===== config.mk =====
export PLATFORM = sky130hd
export DESIGN_NAME = afe_input_ref_control_flat
export DESIGN_NICKNAME = d
export VERILOG_FILES = /design/src/rtl/afe_ctl_pkg.sv /design/src/rtl/afe_cfg_if.sv /design/src/rtl/afe_input_ref_control.sv /design/src/flat_wrapper.sv
export SDC_FILE = /design/constraint.sdc
export NUM_CORES = 1
export LEC_CHECK = 0
export BUFFER_PORTS_ARGS = -buffer_cell sky130_fd_sc_hd__buf_2
export CORE_MARGIN = 3
export CORE_UTILIZATION = 54
export DETAILED_ROUTE_END_ITERATION = 10
export MAX_ROUTING_LAYER = met4
export PLACE_DENSITY = 0.95
export SLEW_MARGIN = 20
export SYNTH_ARGS = -nofsm -noshare
export SYNTH_HDL_FRONTEND = slang
export SYNTH_SLANG_ARGS = --single-unit

===== constraint.sdc =====
create_clock -name ref_clk -period 3.4 [get_ports ref_clk]
set_clock_uncertainty 0.05 [all_clocks]
set_input_delay 0.68 -clock ref_clk [delete_from_list [all_inputs] [get_ports ref_clk]]
set_output_delay 0.68 -clock ref_clk [all_outputs]
set_load 0.01 [all_outputs]

===== src/rtl/afe_ctl_pkg.sv =====
// Package: register map, field layout, reset values and timing for the front-end control
package afe_ctl_pkg;
  // Device register addresses
  localparam logic [7:0] MUX_CTL_ADDR = 8'h02;
  localparam logic [7:0] AMP_SETTING_ADDR = 8'h03;
  localparam logic [7:0] VREF_CONTROL_ADDR = 8'h05;
  // Field positions
  localparam int POS_SEL_LSB = 4;
  localparam int NEG_SEL_LSB = 0;
  localparam int AMP_POWER_LSB = 3;
  localparam int GAIN_LSB = 0;
  localparam int VREF_SOURCE_LSB = 2;
  localparam int VREF_POWER_LSB = 0;
  // Reset values
  localparam logic [7:0] MUX_CTL_RST = 8'h01;
  localparam logic [7:0] AMP_SETTING_RST = 8'h00;
  localparam logic [7:0] VREF_CONTROL_RST = 8'h00;
  // Codes
  localparam logic [1:0] AMP_BYPASS = 2'h0;
  localparam logic [1:0] AMP_ENABLED = 2'h1;
  localparam logic [1:0] VREF_SRC_EXT0 = 2'h0;
  localparam logic [1:0] VREF_SRC_EXT1 = 2'h1;
  localparam logic [1:0] VREF_SRC_INT = 2'h2;
  localparam logic [1:0] VREF_PWR_OFF = 2'h0;
  localparam logic [1:0] VREF_PWR_ON_PD = 2'h1;
  localparam logic [1:0] VREF_PWR_ALWAYS = 2'h2;
  localparam logic [3:0] SEL_MID_SUPPLY = 4'hc;
  localparam logic [3:0] SEL_ASUPPLY_QTR = 4'hd;
  localparam logic [3:0] SEL_DSUPPLY_QTR = 4'he;
  localparam logic [2:0] GAIN_CODE_32 = 3'h5;
  // Timing
  localparam int CLK_PERIOD_PS = 5000;
  localparam int BREAK_CLK_PERIODS = 2;
  localparam int BREAK_CYCLES = BREAK_CLK_PERIODS;
  localparam real VREF_SETTLE_MS = 4.5;
  localparam int VREF_SETTLE_CYCLES = int'(VREF_SETTLE_MS * 1.0e9 / CLK_PERIOD_PS);
  // Control port addresses of the host controller
  localparam logic [3:0] HC_MUX_ADDR = 4'h0;
  localparam logic [3:0] HC_AMP_ADDR = 4'h1;
  localparam logic [3:0] HC_VREF_ADDR = 4'h2;
  localparam logic [3:0] HC_STATUS_ADDR = 4'h3;
endpackage


===== src/rtl/afe_cfg_if.sv =====
// Interface: configuration write path between host controller and front-end device
`timescale 1ns/1ps
`default_nettype none
interface afe_cfg_if;
  logic wr_en;
  logic [7:0] wr_addr;
  logic [7:0] wr_data;
  modport host (output wr_en, output wr_addr, output wr_data);
  modport dev (input wr_en, input wr_addr, input wr_data);
endinterface
`default_nettype wire


===== src/rtl/afe_input_ref_control.sv =====
// Device end: front-end register bank, input switching and reference decode
//
// Function
// - Channel change: mid-supply two clocks, then connect
// - Monitor code shorts inputs at mid-supply
// - Monitor codes for quarter supply measurements
// - Three-bit gain field at offset 03h
// - Enable 00 bypasses, 01 enables amplifier
// - Host never writes enable codes 10, 11
// - Gains 64, 128: analog 32 plus digital
// - Host bypasses only at unity gain
// - Reference select at 05h, default first external
// - Select code 10 routes internal reference
// - Power 10 always on, 01 off in power-down
// - Reference powered down after reset
// - Host powers reference when current sources used; host here only forwards the power code software writes
// - Host waits reference settling before converting
//
// The strobed register port was left to the implementer.
`timescale 1ns/1ps
`default_nettype none
module afe_input_ref_control
  import afe_ctl_pkg::*;
(
  // Clock and reset
  input wire logic ref_clk,
  input wire logic reset_n,
  // Configuration port
  afe_cfg_if.dev cfg,
  // Power-down mode from the converter
  input wire logic power_down,
  // Analog switch controls
  output logic [3:0] pos_input_sel,
  output logic [3:0] neg_input_sel,
  output logic inputs_to_mid,
  output logic monitor_short,
  output logic monitor_asupply,
  output logic monitor_dsupply,
  // Amplifier controls
  output logic input_amp_on,
  output logic [7:0] gain_total,
  output logic [7:0] gain_analog,
  output logic [2:0] digital_shift,
  // Reference controls
  output logic [1:0] vref_source_sel,
  output logic vref_internal_route,
  output logic vref_internal_on,
  // Readback of stored registers
  output logic [7:0] mux_ctl_reg,
  output logic [7:0] amp_setting_reg,
  output logic [7:0] vref_control_reg
);
  // Break-before-make counter and write decode
  logic [1:0] break_cnt_reg;
  logic [7:0] mux_next;
  logic mux_change;

  // Live fields of the stored settings
  logic [2:0] gain_code;
  logic amp_en;
  logic [1:0] vref_pw;
  logic [1:0] vref_src;

  // Positive channel field of a mux word
  function automatic logic [3:0] pos_field(logic [7:0] mux_word);
    return mux_word[POS_SEL_LSB +: 4];
  endfunction

  // Negative channel field of a mux word
  function automatic logic [3:0] neg_field(logic [7:0] mux_word);
    return mux_word[NEG_SEL_LSB +: 4];
  endfunction

  // Gain as a power of two of its code
  function automatic logic [7:0] gain_of(logic [2:0] code);
    return 8'h01 << code;
  endfunction

  // Mux write decode, a rewrite of the same word is no change
  assign mux_next = cfg.wr_data;
  assign mux_change = cfg.wr_en && cfg.wr_addr == MUX_CTL_ADDR && mux_next != mux_ctl_reg;

  // Amplifier field taps
  assign gain_code = amp_setting_reg[GAIN_LSB +: 3];
  assign amp_en = amp_setting_reg[AMP_POWER_LSB +: 2] == AMP_ENABLED;

  // Reference field taps
  assign vref_pw = vref_control_reg[VREF_POWER_LSB +: 2];
  assign vref_src = vref_control_reg[VREF_SOURCE_LSB +: 2];

  // Mux register write
  always_ff @(posedge ref_clk or negedge reset_n) begin
    if (!reset_n) begin
      mux_ctl_reg <= MUX_CTL_RST;
    end else if (cfg.wr_en && cfg.wr_addr == MUX_CTL_ADDR) begin
      mux_ctl_reg <= cfg.wr_data;
    end
  end

  // Amplifier register write
  always_ff @(posedge ref_clk or negedge reset_n) begin
    if (!reset_n) begin
      amp_setting_reg <= AMP_SETTING_RST;
    end else if (cfg.wr_en && cfg.wr_addr == AMP_SETTING_ADDR) begin
      amp_setting_reg <= cfg.wr_data;
    end
  end

  // Reference register write, reset leaves first pair and power off
  always_ff @(posedge ref_clk or negedge reset_n) begin
    if (!reset_n) begin
      vref_control_reg <= VREF_CONTROL_RST;
    end else if (cfg.wr_en && cfg.wr_addr == VREF_CONTROL_ADDR) begin
      vref_control_reg <= cfg.wr_data;
    end
  end

  // Break-before-make sequencing
  always_ff @(posedge ref_clk or negedge reset_n) begin
    if (!reset_n) begin
      break_cnt_reg <= 2'h0;
      inputs_to_mid <= 1'b0;
      pos_input_sel <= MUX_CTL_RST[POS_SEL_LSB +: 4];
      neg_input_sel <= MUX_CTL_RST[NEG_SEL_LSB +: 4];
    end else if (mux_change) begin
      break_cnt_reg <= 2'(BREAK_CYCLES - 1);
      inputs_to_mid <= 1'b1;
    end else if (break_cnt_reg != 2'h0) begin
      break_cnt_reg <= break_cnt_reg - 2'h1;
    end else if (inputs_to_mid) begin
      inputs_to_mid <= 1'b0;
      pos_input_sel <= pos_field(mux_ctl_reg);
      neg_input_sel <= neg_field(mux_ctl_reg);
    end
  end

  // Monitor decode
  always_ff @(posedge ref_clk or negedge reset_n) begin
    if (!reset_n) begin
      monitor_short <= 1'b0;
      monitor_asupply <= 1'b0;
      monitor_dsupply <= 1'b0;
    end else begin
      monitor_short <= pos_field(mux_ctl_reg) == SEL_MID_SUPPLY;
      monitor_asupply <= pos_field(mux_ctl_reg) == SEL_ASUPPLY_QTR;
      monitor_dsupply <= pos_field(mux_ctl_reg) == SEL_DSUPPLY_QTR;
    end
  end

  // Amplifier enable
  always_ff @(posedge ref_clk or negedge reset_n) begin
    if (!reset_n) begin
      input_amp_on <= 1'b0;
    end else begin
      input_amp_on <= amp_en;
    end
  end

  // Total gain seen by the results
  always_ff @(posedge ref_clk or negedge reset_n) begin
    if (!reset_n) begin
      gain_total <= 8'h01;
    end else begin
      gain_total <= gain_of(gain_code);
    end
  end

  // Split of gain between amplifier and digital scaling
  always_ff @(posedge ref_clk or negedge reset_n) begin
    if (!reset_n) begin
      gain_analog <= 8'h01;
      digital_shift <= 3'h0;
    end else if (!amp_en) begin
      gain_analog <= 8'h01;
      digital_shift <= 3'h0;
    end else if (gain_code > GAIN_CODE_32) begin
      gain_analog <= gain_of(GAIN_CODE_32);
      digital_shift <= gain_code - GAIN_CODE_32;
    end else begin
      gain_analog <= gain_of(gain_code);
      digital_shift <= 3'h0;
    end
  end

  // Reference source select
  always_ff @(posedge ref_clk or negedge reset_n) begin
    if (!reset_n) begin
      vref_source_sel <= VREF_SRC_EXT0;
    end else begin
      vref_source_sel <= vref_src;
    end
  end

  // Internal reference routing
  always_ff @(posedge ref_clk or negedge reset_n) begin
    if (!reset_n) begin
      vref_internal_route <= 1'b0;
    end else begin
      vref_internal_route <= vref_src == VREF_SRC_INT;
    end
  end

  // Internal reference power, optionally off in power-down
  always_ff @(posedge ref_clk or negedge reset_n) begin
    if (!reset_n) begin
      vref_internal_on <= 1'b0;
    end else begin
      vref_internal_on <= vref_pw == VREF_PWR_ALWAYS || (vref_pw == VREF_PWR_ON_PD && !power_down);
    end
  end

endmodule
`default_nettype wire


===== src/flat_wrapper.sv =====
// flat-port wrapper written by rule: the top's interface ports become plain ports
module afe_input_ref_control_flat import afe_ctl_pkg::*;
  (ref_clk, reset_n, power_down, pos_input_sel, neg_input_sel, inputs_to_mid, monitor_short, monitor_asupply, monitor_dsupply, input_amp_on, gain_total, gain_analog, digital_shift, vref_source_sel, vref_internal_route, vref_internal_on, mux_ctl_reg, amp_setting_reg, vref_control_reg, cfg_wr_en, cfg_wr_addr, cfg_wr_data);
  afe_cfg_if cfg_i ();
  input wire logic ref_clk;
  input wire logic reset_n;
  input wire logic power_down;
  output logic [3:0] pos_input_sel;
  output logic [3:0] neg_input_sel;
  output logic inputs_to_mid;
  output logic monitor_short;
  output logic monitor_asupply;
  output logic monitor_dsupply;
  output logic input_amp_on;
  output logic [7:0] gain_total;
  output logic [7:0] gain_analog;
  output logic [2:0] digital_shift;
  output logic [1:0] vref_source_sel;
  output logic vref_internal_route;
  output logic vref_internal_on;
  output logic [7:0] mux_ctl_reg;
  output logic [7:0] amp_setting_reg;
  output logic [7:0] vref_control_reg;
  input wire logic [$bits(cfg_i.wr_en)-1:0] cfg_wr_en;
  input wire logic [$bits(cfg_i.wr_addr)-1:0] cfg_wr_addr;
  input wire logic [$bits(cfg_i.wr_data)-1:0] cfg_wr_data;
  assign cfg_i.wr_en = cfg_wr_en;
  assign cfg_i.wr_addr = cfg_wr_addr;
  assign cfg_i.wr_data = cfg_wr_data;
  afe_input_ref_control u_core (.ref_clk(ref_clk), .reset_n(reset_n), .cfg(cfg_i), .power_down(power_down), .pos_input_sel(pos_input_sel), .neg_input_sel(neg_input_sel), .inputs_to_mid(inputs_to_mid), .monitor_short(monitor_short), .monitor_asupply(monitor_asupply), .monitor_dsupply(monitor_dsupply), .input_amp_on(input_amp_on), .gain_total(gain_total), .gain_analog(gain_analog), .digital_shift(digital_shift), .vref_source_sel(vref_source_sel), .vref_internal_route(vref_internal_route), .vref_internal_on(vref_internal_on), .mux_ctl_reg(mux_ctl_reg), .amp_setting_reg(amp_setting_reg), .vref_control_reg(vref_control_reg));
endmodule

==> flow_summary.ini <==
[synthesis]
synthArstFlopShare_pct = 100.0
synth-edff-count = 0
mappedNetlistArea_um2 = 2482
synth_nets = 197
synth_cell_types = 31
synth_seq_cells = 62
synth_cells = 171
synth_ff_type = dfrtp_1
synth_top_area_share_pct = 58.47
synth_top_cell_by_area = dfrtp_1
ys_seq_area_share_pct = 62.70
yosysWarnings = 0
avgSynthCellArea_um2 = 14.52
synth_commonest_cells = 58 x dfrtp_1, 24 x mux2_2, 10 x and2_1
yosysMostFrequentCell = dfrtp_1
synth_area_leaders = dfrtp_1 58%, mux2_2 11%, mux2_4 4.8%

[clocking]
cts_buffers = 9
cts.path.max_buffers = 2
clk_pin_slew_ns = 0.07
postCtsHoldBufs = 0
postCtsResizedCells = 0
clkSinkCount = 62
root_buffer = clkbuf_8
clk_latency_ns = 0.33
htree_levels = 3
cts_tree = done
post_cts_buffers = 0

[power]
power_leakage_nw = 1.724
fin_total_pwr_w = 0.001580
powerDensity_nw_per_um2 = 508.8
ir_drop_mv = 0.3105

[sta]
hold_viol_final = 0
grt_setup_unrepaired = no
tns_ns = 0
finalSetupViolCount = 0
post-route-period-util_pct = 57.54
fmax_ghz = 0.5112
period_needed_ns = 1.956
slew_headroom_pct = 66.16
tightestPinTransition_ns = 0.5075
slew_violations = 0

[floorplanning]
die_h_um = 73.80
row_count = 24
dieArea_um2 = 5446
ios = 80
initial_core_util_pct = 56.62
die_w_um = 73.80
core_area_um2 = 4384

[route]
postRouteAntennaNets = 0
wl_um = 4875
first_pass_iters = 4
drcViolationCount = 0
drtIter0Drc = 53
viasPerCell = 5.048
dr_total_vias = 1585
wl_per_cell_um = 15.53

[critical_path]
critPathMaxStageDelay_ns = 0.46
rr_startpoint = u_core.mux_ctl_reg[0]$_DFFE_PN1P_
worstPathMaxFanout = 8
cpMaxStageDelayCell = and4_1
r2r_cells = 5
cp-start-kind = primary input
path_cells = buf_2 > nor3b_2 > and4_1 > o21ai_4 > and3_4 > mux2_4
rrSetupSlack_ns = 1.55
critPathCaptureType = flop
crit_start = cfg_wr_addr[0]
cp.required_ns = 3.56
cp_data_arrival_time_ns = 2.12
crit_end = u_core.pos_input_sel[2]$_DFFE_PN0P_
path_class = in -> reg
r2r_end = u_core.pos_input_sel[2]$_DFFE_PN0P_

[placed_design]
globalplace.congestion = 0.7643
port-buffer-count = 79
place_inst = 298
dp.final_hpwl_um = 3570

[global_route]
grt_max_degree = 42
first_global_vias = 1581
antenna_found_initial = 0
grt_usage_pct = 20.49
grt.overflow.total = 0
grt_pass1_wl_um = 7886

[final_layout]
nets = 283
drive_above_1_share_pct = 52.29
syn_to_final_growth_pct = 25.05
final_cells = 314
n_antenna_cell = 0

[min_path]
hp-class = in -> async

[outcome]
status = complete, no violations

[run]
cap_violations = 0
cell type report:
type | instances | area, um^2
Multi-Input combinational cell | 98 | 867.1
Sequential cell | 62 | 1556
Inverter | 6 | 22.52
Clock inverter | 6 | 62.56
Tap cell | 52 | 65.06
Fill cell | 286 | 1280
Clock buffer | 10 | 127.6
Timing Repair Buffer | 80 | 402.9
critical path: cells and delay by family:
family                 cells  cell delay [ns]
multiplexers               1             0.31
AO/OA/AOI/OAI              1             0.11
AND/OR/NAND/NOR            3             0.90
buffers and inverters      1             0.11
worst min path at each step:
stage,slack [ns],end,cells after the start,startpoint
after floorplan,0.33,u_core.amp_setting_reg[0]$_DFFE_PN0P_,0,reset_n
after global placement,0.35,u_core.vref_source_sel[1]$_DFF_PN0_,0,u_core.vref_control_reg[3]$_DFFE_PN0P_
after detailed placement,0.36,u_core.vref_source_sel[1]$_DFF_PN0_,0,u_core.vref_control_reg[3]$_DFFE_PN0P_
after CTS,0.24,u_core.digital_shift[0]$_DFF_PN0_,1,reset_n
after global routing,0.27,u_core.digital_shift[0]$_DFF_PN0_,1,reset_n
final,0.25,u_core.digital_shift[0]$_DFF_PN0_,1,reset_n
kinds of logic after synthesis:
family | after synthesis | share of synthesized area [%]
fa+ha+maj | 6 | 3.024
compound gates | 4 | 1.260
mux | 33 | 16.13
xor+xnor | 9 | 3.176
simple gates | 46 | 11.34
buf+inv | 11 | 2.369
flops | 62 | 62.70
layout by cell type (no fill, tap or decap), drive strengths merged, types with 2 or more instances in the layout:
cell,instances
mux2,32
ha,6
nor2,7
clkinvlp,3
buf,80
dfstp,4
clkinv,2
and2,11
dfrtp,58
nor2b,8
nand2,4
xnor2,8
nand2b,2
clkbuf,10
nor3,2
or3b,2
o21ai,3
nor3b,3
nand4,4
inv,6
power by group:
group | total (W) | switching [W] | internal [W]
sequential | 0.000797 | 0.0000237 | 0.000774
combinational | 0.000164 | 0.0000874 | 0.0000768
clock | 0.000618 | 0.000282 | 0.000336
metal layers:
layer	vias up	GRT usage [%]	wire length, um
li1	747	-	-
met1	780	26.18	2077
met2	52	30.12	2415
met3	6	7.114	317
met4	0	7.847	64
met5	-	-	0
metrics by stage:
| step | setup slack, ns | hold WS [ns] | instance area (um^2) | utilization [%] |
|---|---|---|---|---|
| floorplan | 1.385 | 0.3344 | 2482 | - |
| global placement | 1.155 | 0.3524 | 2914 | 66.47 |
| CTS | 1.460 | 0.2410 | 3104 | 70.80 |
| global route | 1.414 | 0.2728 | 3104 | 70.80 |
| detailed placement | 1.101 | 0.3608 | 2914 | 66.47 |
| finish | 1.444 | 0.2485 | 3104 | 70.80 |
(Power assumes the default switching activity.)
